<file path="config.mk">
export PLATFORM = sky130hd
export DESIGN_NAME = lpcd_decoder
export DESIGN_NICKNAME = d
export VERILOG_FILES = /design/src/design/lpcd_pkg.sv /design/src/design/lpcd_buf_if.sv /design/src/design/lpcd_wr_buf.sv /design/src/design/lpcd_decoder.sv
export SDC_FILE = /design/constraint.sdc
export NUM_CORES = 1
export LEC_CHECK = 0
export BUFFER_PORTS_ARGS = -buffer_cell sky130_fd_sc_hd__buf_4
export CORE_ASPECT_RATIO = 1.5
export CORE_MARGIN = 2
export CORE_UTILIZATION = 45
export CTS_BUF_LIST = sky130_fd_sc_hd__clkbuf_8 sky130_fd_sc_hd__clkbuf_16
export CTS_CLUSTER_DIAMETER = 30
export CTS_CLUSTER_SIZE = 16
export DETAILED_ROUTE_END_ITERATION = 7
export GPL_TIMING_DRIVEN = 0
export MAX_ROUTING_LAYER = met4
export PLACE_DENSITY_LB_ADDON = 0.12
export SLEW_MARGIN = 15
export SYNTH_ARGS = -nofsm -noshare
export SYNTH_HDL_FRONTEND = slang
export SYNTH_HIERARCHICAL = 1
export SYNTH_SLANG_ARGS = --single-unit
</file>
<file path="constraint.sdc">
create_clock -name sys_clk_i -period 6.7 [get_ports sys_clk_i]
set_input_delay 1.34 -clock sys_clk_i [delete_from_list [all_inputs] [get_ports sys_clk_i]]
set_output_delay 1.34 -clock sys_clk_i [all_outputs]
set_load 0.01 [all_outputs]
</file>
<file path="src/design/lpcd_pkg.sv">
// Shared constants and types of the low-power DDR command decoder.
// Assumes a 200 MHz system clock that oversamples the memory link pins.
package lpcd_pkg;

	////////////////////////////////////////////////////////////////////////////////
	// Widths of the command and data pins, bank count, auto precharge bit position and timer width.
	localparam int unsigned BANK_W = 2;
	localparam int unsigned NUM_BANKS = 4;
	localparam int unsigned ADDR_W = 13;
	localparam int unsigned DATA_W = 16;
	localparam int unsigned MASK_W = 2;
	localparam int unsigned AP_BIT = 10;
	localparam int unsigned TIMER_W = 8;

	////////////////////////////////////////////////////////////////////////////////
	// Timing in nanoseconds and the derived counts of system clocks, rounded up.
	localparam int unsigned CLK_PERIOD_PS = 5000;
	localparam int unsigned PRECHARGE_TIME_NS = 15;
	localparam int unsigned REFRESH_CYCLE_TIME_NS = 80;
	localparam int unsigned MODE_LOAD_DELAY_NS = 10;
	localparam logic [TIMER_W-1:0] PRECHARGE_CYC =
		TIMER_W'((PRECHARGE_TIME_NS * 1000 + CLK_PERIOD_PS - 1) / CLK_PERIOD_PS);
	localparam logic [TIMER_W-1:0] REFRESH_CYC =
		TIMER_W'((REFRESH_CYCLE_TIME_NS * 1000 + CLK_PERIOD_PS - 1) / CLK_PERIOD_PS);
	localparam logic [TIMER_W-1:0] MODE_LOAD_CYC =
		TIMER_W'((MODE_LOAD_DELAY_NS * 1000 + CLK_PERIOD_PS - 1) / CLK_PERIOD_PS);
	// Link clock edges per burst; a burst of two words takes two edges.
	localparam logic [2:0] BURST_EDGES = 3'h2;

	////////////////////////////////////////////////////////////////////////////////
	// Reset values.
	localparam logic [TIMER_W-1:0] TIMER_RST = 8'h00;
	localparam logic [ADDR_W-1:0] REFRESH_ROW_RST = 13'h0000;
	localparam logic [NUM_BANKS-1:0] BANKS_RST = 4'h0;

	////////////////////////////////////////////////////////////////////////////////
	// Decoded commands.
	typedef enum logic [3:0] {
		LPCD_CMD_NONE = 4'h0,
		LPCD_CMD_ACT = 4'h1,
		LPCD_CMD_RD = 4'h2,
		LPCD_CMD_WR = 4'h3,
		LPCD_CMD_BST = 4'h4,
		LPCD_CMD_DPD = 4'h5,
		LPCD_CMD_PRE = 4'h6,
		LPCD_CMD_PREALL = 4'h7,
		LPCD_CMD_AREF = 4'h8,
		LPCD_CMD_SREF = 4'h9,
		LPCD_CMD_MRS = 4'ha
	} lpcd_cmd_t;

	// All link pins, sampled together.
	typedef struct packed {
		logic ck;
		logic ck_n;
		logic cke;
		logic cs_n;
		logic ras_n;
		logic cas_n;
		logic we_n;
		logic [BANK_W-1:0] ba;
		logic [ADDR_W-1:0] addr;
		logic [MASK_W-1:0] mask;
		logic [DATA_W-1:0] dq;
	} lpcd_pins_t;

	// One write word on its way to the array, with byte enables.
	typedef struct packed {
		logic [BANK_W-1:0] bank;
		logic [ADDR_W-1:0] col;
		logic [MASK_W-1:0] strb;
		logic [DATA_W-1:0] data;
	} lpcd_wr_word_t;

endpackage : lpcd_pkg

</file>
<file path="src/design/lpcd_buf_if.sv">
// Valid/ready carrier between the decoder and its write buffer.
// Assumes lpcd_pkg is compiled first.
`timescale 1ns/1ps
`default_nettype none
interface lpcd_buf_if;
	logic in_valid;
	logic in_ready;
	lpcd_pkg::lpcd_wr_word_t in_word;
	logic out_valid;
	logic out_ready;
	lpcd_pkg::lpcd_wr_word_t out_word;

	modport fill (output in_valid, in_word, out_ready, input in_ready, out_valid, out_word);
	modport store (input in_valid, in_word, out_ready, output in_ready, out_valid, out_word);
endinterface : lpcd_buf_if
`default_nettype wire

</file>
<file path="src/design/lpcd_wr_buf.sv">
// Two-entry write buffer; both handshake sides come straight from flip-flops.
// Assumes one system clock and a synchronous active-low reset.
`timescale 1ns/1ps
`default_nettype none
module lpcd_wr_buf (
	input wire logic sys_clk_i,
	input wire logic rst_n_i,
	lpcd_buf_if.store bp
);
	import lpcd_pkg::*;

	lpcd_wr_word_t head;
	lpcd_wr_word_t tail;
	logic head_v;
	logic tail_v;

	// Ready depends only on the tail slot, so it never loops back combinationally.
	wire pop = head_v & bp.out_ready;
	wire push = bp.in_valid & ~tail_v;
	assign bp.in_ready = ~tail_v;
	assign bp.out_valid = head_v;
	assign bp.out_word = head;

	// Head drains first; the tail only fills while the head is held.
	always_ff @(posedge sys_clk_i) begin
		if (!rst_n_i) begin
			head_v <= 1'b0;
			tail_v <= 1'b0;
			head <= '0;
			tail <= '0;
		end else if (pop && tail_v) begin
			head <= tail;
			tail_v <= 1'b0;
		end else if (pop) begin
			head_v <= push;
			head <= bp.in_word;
		end else if (push && head_v) begin
			tail <= bp.in_word;
			tail_v <= 1'b1;
		end else if (push) begin
			head <= bp.in_word;
			head_v <= 1'b1;
		end
	end
endmodule : lpcd_wr_buf
`default_nettype wire

</file>
<file path="src/design/lpcd_decoder.sv">
// Command decoder and bank tracker of a low-power DDR memory, device side.
// Assumes link pins are asynchronous to sys_clk_i and the link clock is far slower.
`timescale 1ns/1ps
`default_nettype none

// Operation
// - Commands taken only on true link clock rise.
// - Chip select high ignores all command inputs.
// - No-op encoding behaves like deselect.
// - Activate opens addressed row in chosen bank.
// - Row stays open until precharged; deep power-down entry also closes it.
// - Read starts burst at bank and column.
// - Write starts burst at bank and column.
// - Auto precharge bit applies per command only.
// - Auto precharge closes row at burst end.
// - Masked write bytes leave storage unchanged.
// - Precharge closes one bank or all banks.
// - Precharged bank usable only after precharge time.
// - Burst terminate truncates latest read, page open.
// - Terminate encoding, clock enable low: deep power-down.
// - Auto refresh uses internal row counter.
// - Each refresh occupies refresh cycle time.
// - Refresh encoding, clock enable low: self refresh.
// - Mode load selects register by bank address.
module lpcd_decoder (
	input wire logic sys_clk_i,
	input wire logic rst_n_i,
	input wire logic link_ck_i,
	input wire logic link_ck_n_i,
	input wire logic clock_enable_i,
	input wire logic chip_select_n_i,
	input wire logic row_strobe_n_i,
	input wire logic column_strobe_n_i,
	input wire logic write_enable_n_i,
	input wire logic [lpcd_pkg::BANK_W-1:0] bank_addr_i,
	input wire logic [lpcd_pkg::ADDR_W-1:0] addr_i,
	input wire logic [lpcd_pkg::MASK_W-1:0] write_mask_i,
	input wire logic [lpcd_pkg::DATA_W-1:0] dq_i,
	input wire logic array_wr_ready_i,
	output logic cmd_valid_o,
	output lpcd_pkg::lpcd_cmd_t cmd_code_o,
	output logic [lpcd_pkg::BANK_W-1:0] cmd_bank_o,
	output logic [lpcd_pkg::ADDR_W-1:0] cmd_addr_o,
	output logic cmd_auto_pre_o,
	output logic [lpcd_pkg::NUM_BANKS-1:0] bank_open_o,
	output logic [lpcd_pkg::NUM_BANKS-1:0] bank_ready_o,
	output logic rd_burst_o,
	output logic wr_burst_o,
	output logic refreshing_o,
	output logic [lpcd_pkg::ADDR_W-1:0] refresh_row_o,
	output logic mode_load_o,
	output logic mode_busy_o,
	output logic [lpcd_pkg::BANK_W-1:0] mode_sel_o,
	output logic [lpcd_pkg::ADDR_W-1:0] mode_op_o,
	output logic self_refresh_o,
	output logic deep_power_down_o,
	output logic wr_overflow_o,
	output logic array_wr_valid_o,
	output lpcd_pkg::lpcd_wr_word_t array_wr_word_o
);
	import lpcd_pkg::*;

	////////////////////////////////////////////////////////////////////////////////
	// Command truth table; clock enable splits terminate and refresh encodings.
	function automatic lpcd_cmd_t lpcd_decode(input lpcd_pins_t p);
		lpcd_cmd_t c;
		c = LPCD_CMD_NONE;
		if (!p.cs_n) begin
			case ({p.ras_n, p.cas_n, p.we_n})
				3'h3: c = LPCD_CMD_ACT;
				3'h5: c = LPCD_CMD_RD;
				3'h4: c = LPCD_CMD_WR;
				3'h6: c = p.cke ? LPCD_CMD_BST : LPCD_CMD_DPD;
				3'h2: c = p.addr[AP_BIT] ? LPCD_CMD_PREALL : LPCD_CMD_PRE;
				3'h1: c = p.cke ? LPCD_CMD_AREF : LPCD_CMD_SREF;
				3'h0: c = LPCD_CMD_MRS;
				default: c = LPCD_CMD_NONE;
			endcase
		end
		return c;
	endfunction : lpcd_decode

	lpcd_pins_t pin_raw;
	lpcd_pins_t pin_s1;
	lpcd_pins_t pin_s2;
	logic ck_prev;
	logic [NUM_BANKS-1:0][TIMER_W-1:0] pre_timer;
	logic [NUM_BANKS-1:0][ADDR_W-1:0] bank_row;
	logic [NUM_BANKS-1:0] bank_close;
	logic [NUM_BANKS-1:0] bank_ready_now;
	logic [BANK_W-1:0] rd_bank;
	logic [BANK_W-1:0] wr_bank;
	logic rd_ap;
	logic wr_ap;
	logic [2:0] rd_left;
	logic [2:0] wr_left;
	logic [ADDR_W-1:0] wr_col;
	logic [TIMER_W-1:0] ref_timer;
	logic [TIMER_W-1:0] mrs_timer;
	logic cap_valid;
	lpcd_wr_word_t cap_word;
	lpcd_buf_if wbuf ();

	////////////////////////////////////////////////////////////////////////////////
	// Two-stage synchroniser for every pin; only the second stage is read.
	assign pin_raw = '{link_ck_i, link_ck_n_i, clock_enable_i, chip_select_n_i,
		row_strobe_n_i, column_strobe_n_i, write_enable_n_i, bank_addr_i, addr_i,
		write_mask_i, dq_i};

	always_ff @(posedge sys_clk_i) begin
		if (!rst_n_i) begin
			pin_s1 <= '0;
			pin_s2 <= '0;
			ck_prev <= 1'b0;
		end else begin
			pin_s1 <= pin_raw;
			pin_s2 <= pin_s1;
			ck_prev <= pin_s2.ck;
		end
	end

	////////////////////////////////////////////////////////////////////////////////
	// Positive link edge: true clock rising while the complement sits low.
	wire ck_edge = pin_s2.ck & ~ck_prev & ~pin_s2.ck_n;
	wire lpcd_cmd_t dec_cmd = lpcd_decode(pin_s2);
	wire [BANK_W-1:0] dec_ba = pin_s2.ba;
	wire dec_ap = pin_s2.addr[AP_BIT];

	// Refresh and mode loads lock out further commands; bursts keep counting.
	wire dev_busy = self_refresh_o | deep_power_down_o | (ref_timer != TIMER_RST)
		| (mrs_timer != TIMER_RST);
	wire take = ck_edge & ~dev_busy;
	wire all_idle = &bank_ready_now;
	wire no_burst = ~rd_burst_o & ~wr_burst_o;
	wire take_act = take & (dec_cmd == LPCD_CMD_ACT) & bank_ready_now[dec_ba];
	wire take_rd = take & (dec_cmd == LPCD_CMD_RD) & bank_open_o[dec_ba];
	wire take_wr = take & (dec_cmd == LPCD_CMD_WR) & bank_open_o[dec_ba];
	wire take_bst = take & (dec_cmd == LPCD_CMD_BST) & rd_burst_o & ~rd_ap;
	wire take_dpd = take & (dec_cmd == LPCD_CMD_DPD);
	wire take_pre = take & (dec_cmd == LPCD_CMD_PRE);
	wire take_preall = take & (dec_cmd == LPCD_CMD_PREALL);
	wire take_aref = take & (dec_cmd == LPCD_CMD_AREF) & all_idle & no_burst;
	wire take_sref = take & (dec_cmd == LPCD_CMD_SREF) & all_idle & no_burst;
	wire take_mrs = take & (dec_cmd == LPCD_CMD_MRS) & all_idle & no_burst;
	wire any_take = take_act | take_rd | take_wr | take_bst | take_dpd | take_pre
		| take_preall | take_aref | take_sref | take_mrs;
	wire rd_end = ck_edge & rd_burst_o & (rd_left == 3'h1);
	wire wr_end = ck_edge & wr_burst_o & (wr_left == 3'h1);

	// Per-bank close: explicit precharge or auto precharge at burst end.
	for (genvar b = 0; b < NUM_BANKS; b++) begin : g_bank
		assign bank_ready_now[b] = ~bank_open_o[b] & (pre_timer[b] == TIMER_RST);
		assign bank_close[b] = bank_open_o[b] & (take_preall
			| (take_pre & (dec_ba == BANK_W'(b)))
			| (rd_end & rd_ap & (rd_bank == BANK_W'(b)))
			| (wr_end & wr_ap & (wr_bank == BANK_W'(b))));
	end

	////////////////////////////////////////////////////////////////////////////////
	// Bank state: open flag, open row and the precharge wait.
	always_ff @(posedge sys_clk_i) begin
		for (int b = 0; b < NUM_BANKS; b++) begin
			if (!rst_n_i || take_dpd) begin
				bank_open_o[b] <= 1'b0;
				pre_timer[b] <= TIMER_RST;
				bank_row[b] <= '0;
			end else if (bank_close[b]) begin
				bank_open_o[b] <= 1'b0;
				pre_timer[b] <= PRECHARGE_CYC;
			end else if (take_act && dec_ba == BANK_W'(b)) begin
				bank_open_o[b] <= 1'b1;
				bank_row[b] <= pin_s2.addr;
			end else if (pre_timer[b] != TIMER_RST) begin
				pre_timer[b] <= pre_timer[b] - 8'h01;
			end
		end
		bank_ready_o <= rst_n_i ? bank_ready_now : BANKS_RST;
	end

	////////////////////////////////////////////////////////////////////////////////
	// Read burst; a new read, a write, a terminate or a precharge of its bank truncates it.
	wire rd_cut = take_bst | take_wr | take_preall | (take_pre & dec_ba == rd_bank);
	always_ff @(posedge sys_clk_i) begin
		if (!rst_n_i) begin
			rd_burst_o <= 1'b0;
			rd_bank <= '0;
			rd_ap <= 1'b0;
			rd_left <= 3'h0;
		end else if (take_rd) begin
			rd_burst_o <= 1'b1;
			rd_bank <= dec_ba;
			rd_ap <= dec_ap;
			rd_left <= BURST_EDGES;
		end else if (rd_cut || rd_end) begin
			rd_burst_o <= 1'b0;
		end else if (ck_edge && rd_burst_o) begin
			rd_left <= rd_left - 3'h1;
		end
	end

	// Write burst; data words follow on the link edges after the command.
	wire wr_cut = take_rd | take_preall | (take_pre & dec_ba == wr_bank);
	always_ff @(posedge sys_clk_i) begin
		if (!rst_n_i) begin
			wr_burst_o <= 1'b0;
			wr_bank <= '0;
			wr_ap <= 1'b0;
			wr_left <= 3'h0;
		end else if (take_wr) begin
			wr_burst_o <= 1'b1;
			wr_bank <= dec_ba;
			wr_ap <= dec_ap;
			wr_left <= BURST_EDGES;
		end else if (wr_cut || wr_end) begin
			wr_burst_o <= 1'b0;
		end else if (ck_edge && wr_burst_o) begin
			wr_left <= wr_left - 3'h1;
		end
	end

	////////////////////////////////////////////////////////////////////////////////
	// Write capture: mask high clears the byte enable so the array keeps that byte.
	wire cap_load = ck_edge & wr_burst_o & (~cap_valid | wbuf.in_ready);
	wire cap_lost = ck_edge & wr_burst_o & cap_valid & ~wbuf.in_ready;
	always_ff @(posedge sys_clk_i) begin
		if (!rst_n_i || take_wr) begin
			wr_col <= rst_n_i ? pin_s2.addr : REFRESH_ROW_RST;
		end else if (cap_load) begin
			wr_col <= wr_col + 13'h0001;
		end
		if (!rst_n_i) begin
			cap_valid <= 1'b0;
			cap_word <= '0;
			wr_overflow_o <= 1'b0;
		end else begin
			if (cap_load) begin
				cap_word <= '{wr_bank, wr_col, ~pin_s2.mask, pin_s2.dq};
			end
			cap_valid <= cap_load | (cap_valid & ~wbuf.in_ready);
			wr_overflow_o <= wr_overflow_o | cap_lost;
		end
	end

	// The buffer absorbs array stalls; capture holds its word until taken.
	assign wbuf.in_valid = cap_valid;
	assign wbuf.in_word = cap_word;
	assign wbuf.out_ready = array_wr_ready_i;
	assign array_wr_valid_o = wbuf.out_valid;
	assign array_wr_word_o = wbuf.out_word;
	lpcd_wr_buf u_wr_buf (
		.sys_clk_i(sys_clk_i),
		.rst_n_i(rst_n_i),
		.bp(wbuf.store)
	);

	////////////////////////////////////////////////////////////////////////////////
	// Refresh, mode load and the power modes.
	always_ff @(posedge sys_clk_i) begin
		if (!rst_n_i) begin
			ref_timer <= TIMER_RST;
			mrs_timer <= TIMER_RST;
			refresh_row_o <= REFRESH_ROW_RST;
			refreshing_o <= 1'b0;
			mode_busy_o <= 1'b0;
			self_refresh_o <= 1'b0;
			deep_power_down_o <= 1'b0;
		end else begin
			ref_timer <= take_aref ? REFRESH_CYC : ref_timer - 8'(ref_timer != TIMER_RST);
			mrs_timer <= take_mrs ? MODE_LOAD_CYC : mrs_timer - 8'(mrs_timer != TIMER_RST);
			refreshing_o <= take_aref | (ref_timer > 8'h01);
			mode_busy_o <= take_mrs | (mrs_timer > 8'h01);
			if (take_aref) begin
				refresh_row_o <= refresh_row_o + 13'h0001;
			end
			// Only clock enable is watched in the power modes; raising it leaves them.
			self_refresh_o <= take_sref | (self_refresh_o & ~pin_s2.cke);
			deep_power_down_o <= take_dpd | (deep_power_down_o & ~pin_s2.cke);
		end
	end

	// Registered view of each accepted command.
	always_ff @(posedge sys_clk_i) begin
		if (!rst_n_i) begin
			cmd_valid_o <= 1'b0;
			cmd_code_o <= LPCD_CMD_NONE;
			cmd_bank_o <= '0;
			cmd_addr_o <= '0;
			cmd_auto_pre_o <= 1'b0;
			mode_load_o <= 1'b0;
			mode_sel_o <= '0;
			mode_op_o <= '0;
		end else begin
			cmd_valid_o <= any_take;
			mode_load_o <= take_mrs;
			if (any_take) begin
				cmd_code_o <= dec_cmd;
				cmd_bank_o <= dec_ba;
				cmd_addr_o <= pin_s2.addr;
				cmd_auto_pre_o <= dec_ap;
			end
			if (take_mrs) begin
				mode_sel_o <= dec_ba;
				mode_op_o <= pin_s2.addr;
			end
		end
	end
endmodule : lpcd_decoder
`default_nettype wire

</file>
==> reports/qor.yml <==
yosys:
  yosys_register_bits: 320
  syn_nets: 1485
  synth_edf_count: 13
  synth_area_mm2: 0.0132
  yosysTopAreaCell: "dfxtp_1"
  ys_seq_area_share_pct: 49.6
  yosys_warnings: 6
  synth_cell_types: 72
  async_flop_share_pct: 0
  synth_top_area_share_pct: 46.6
  syn_inst: 1427
  syn_avg_cell_area_um2: 9.24
  yosys_most_used_dff: "dfxtp_1"
  yosys-top-cells-area: "dfxtp_1, nand2_1, and2_1, a21oi_1, mux2i_1"
hold_path:
  min_path_type: "register to register"
routing:
  wire_per_inst_um: 17.0
  first_pass_iters: 5
  first_iter_violations: 497
  routed_wl_mm: 34.7
  ant_nets: 0
  num_vias: 10800
  drc: 0
  viasPerCell: 5.28
die:
  coreArea_mm2: 0.0288
  initial_core_util_pct: 45.7
  fp.dieArea_mm2: 0.0307
  die_x_um: 144
  ios: 142
  die_h_um: 214
  rows: 76
critical_path:
  rr_endpoint: "cmd_bank_o[0]$_SDFFE_PN0P_"
  start_kind: "register"
  r2r_slack_ps: 3310
  cp.required_ps: 7180
  endpoint_kind: "register"
  startpoint: "pin_s2[39]$_SDFF_PN0_"
  cp_max_fo: 10
  r2r_cells: 9
  rr_startpoint: "pin_s2[39]$_SDFF_PN0_"
  path_class: "register to register"
  crit_path_end: "cmd_bank_o[0]$_SDFFE_PN0P_"
  critPathArrivalTime_ps: 3860
placed_design:
  gp_congestion: 0.900
  hpwl_mm: 25.8
  pre_cts_ws_ps: 3180
  portBuffers: 141
sta:
  finalMaxSlewViolations: 0
  fin_crit_sh_pct: 50.6
  finClkSkew_ps: 17.7
  worst_hold_slack_ps: 407
  clock.fmax_mhz: 295
  fin_ws_ps: 3310
  rsz0062_at_grt: "false"
  tightest_slew_ps: 1030
  fin_crit_ps: 3390
  max-slew-margin-rel_pct: 30.4
  fin_tns_setup_ps: 0
  finalSetupViolations: 0
  hold_viol: 0
run_status:
  outcome: "finished clean"
final_layout:
  seqCellArea_mm2: 0.00654
  multiInputGateArea_mm2: 0.00609
  num-nets-final: 1676
  num_antenna_cells: 0
  area_delta_synth_final_pct: 24.6
  n_fill_cell: 2590
  final_layout_size_suffix_gt1_share_pct: 16.8
global_route:
  grt-ovfl-total: 0
  grt_usage_pct: 23.4
  grt_max_degree: 14
  antenna_found_initial: 0
  grt_pass1_vias: 10700
  grt_pass1_wl_mm: 54.7
clock_tree:
  cts_htree_levels: 2
  cts_resized: 0
  cts_buffers: 48
  ctsLongestPathBuffers: 3
  cts-hold-fix-buffers: 0
  clk_pin_slew_ps: 60
  cts_setup_buffers: 0
  clock-sinks: 320
  clock_latency_ps: 560
  tritoncts: "done"
  clockRootBuffer: "clkbuf_16"
power:
  p_per_area_mw_per_mm2: 344
  p_leak_nw: 6.26
  irDropWorstVdd_mv: 0.250
  finalPower_mw: 5.64
flow_run:
  drv_cap: 0
## sequential cells by signal, indices dropped and copies added, names as in the netlist, 13 cells and up
register,flops
u_wr_buf/bp.out_word,33
pin_s2,37
cap_word,33
mode_op_o,13
wr_col,13
refresh_row_o,13
u_wr_buf/tail,33
pre_timer,32
pin_s1,40
cmd_addr_o,13
## power breakdown
part	switching [mW]	internal (mW)	total (mW)
sequential	0.0790	2.03	2.11
combinational	0.535	0.395	0.930
clock	0.957	1.65	2.60
## kinds of logic (layout without fill, tap and decap cells)
| group | after synthesis | count (layout) | share of synthesized area [%] |
|---|---|---|---|
| fa+ha+maj | 15 | 15 | 1.42 |
| simple gates | 614 | 614 | 23.5 |
| compound gates | 258 | 258 | 13.9 |
| xor+xnor | 56 | 56 | 3.72 |
| buf+inv | 119 | 349 | 4.22 |
| flops | 320 | 320 | 49.6 |
| mux | 45 | 45 | 3.64 |
## worst min path at each step
stage | from | to | cells past startpoint
after CTS | pin_s2[16]$_SDFF_PN0_ | cap_word[16]$_SDFFE_PN0P_ | 1
after global placement | pin_s2[16]$_SDFF_PN0_ | cap_word[16]$_SDFFE_PN0P_ | 1
after global routing | pin_s2[17]$_SDFF_PN0_ | cap_word[17]$_SDFFE_PN0P_ | 1
final | pin_s2[17]$_SDFF_PN0_ | cap_word[17]$_SDFFE_PN0P_ | 1
after detailed placement | pin_s2[16]$_SDFF_PN0_ | cap_word[16]$_SDFFE_PN0P_ | 1
after floorplan | pin_s2[16]$_SDFF_PN0_ | cap_word[16]$_SDFFE_PN0P_ | 1
## layout by cell type (no fill, tap or decap), types with 40 or more instances in the layout
cell | netlist | final
dfxtp_1 | 307 | 307
nand2_1 | 236 | 236
buf_4 | 8 | 149
nor2_1 | 88 | 88
or3_1 | 42 | 42
clkbuf_1 | 63 | 63
a21oi_1 | 95 | 95
mux2i_1 | 40 | 40
and2_1 | 89 | 89
clkbuf_16 | 0 | 49
## worst max-delay path, cell delays in order, from the launching register on
cell and delay [ps]:
dfxtp_1 340, nor3b_1 850, nand4_1 240, clkbuf_1 260
nor3_1 510, a32o_1 200, buf_2 200, clkbuf_1 380
o31ai_1 150, a21oi_1 190
## area by class of cell
type	instances	share of cell area [%]
Sequential cell	320	39.8
Multi-Input combinational cell	988	37.1
Clock buffer	54	7.88
Timing Repair Buffer	141	6.44
Tap cell	390	2.97
Buffer	91	2.74
Clock inverter	35	2.46
Inverter	28	0.640
## cells in the mapped netlist (3+ instances only)
library cell and count:
dfxtp_1 307, nand2_1 236, a21oi_1 95, and2_1 89
nor2_1 88, clkbuf_1 63, or3_1 42, mux2i_1 40
a21boi_1 33, o2111a_1 33, xnor2_1 32, nand3_1 29
nand4_1 29, inv_1 28, xor2_1 24, o31ai_1 21
a211oi_1 16, nor3_1 16, nor4_1 16, ha_1 15
o21ai_0 14, edfxtp_1 13, nand2b_1 13, or4_1 12
o211ai_1 11, and3_1 9, buf_2 9, buf_6 9
a21oi_2 8, buf_4 8, nor2b_1 7, a2111oi_0 4
nor3b_1 4, a31oi_1 3, and4_1 3, mux2_2 3
## through the flow
step | utilization (%) | cells | instance area, um2
3_3_place_gp | 51.1 | 1958 | 14700
6_report | 57.0 | 2047 | 16400
4_1_cts | 57.0 | 2047 | 16400
5_1_grt | 57.0 | 2047 | 16400
3_5_place_dp | 51.1 | 1958 | 14700
2_1_floorplan | - | 1427 | 13200
## per-layer routing
metal / track usage, % / vias to the layer above / share of wire (%)
met5: - / - / 0
met4: 10.9 / 0 / 4.7
met3: 3.60 / 101 / 4.6
met2: 43.4 / 262 / 53
met1: 23.8 / 5072 / 37
li1: - / 5372 / -
(Power assumes the default switching activity.)
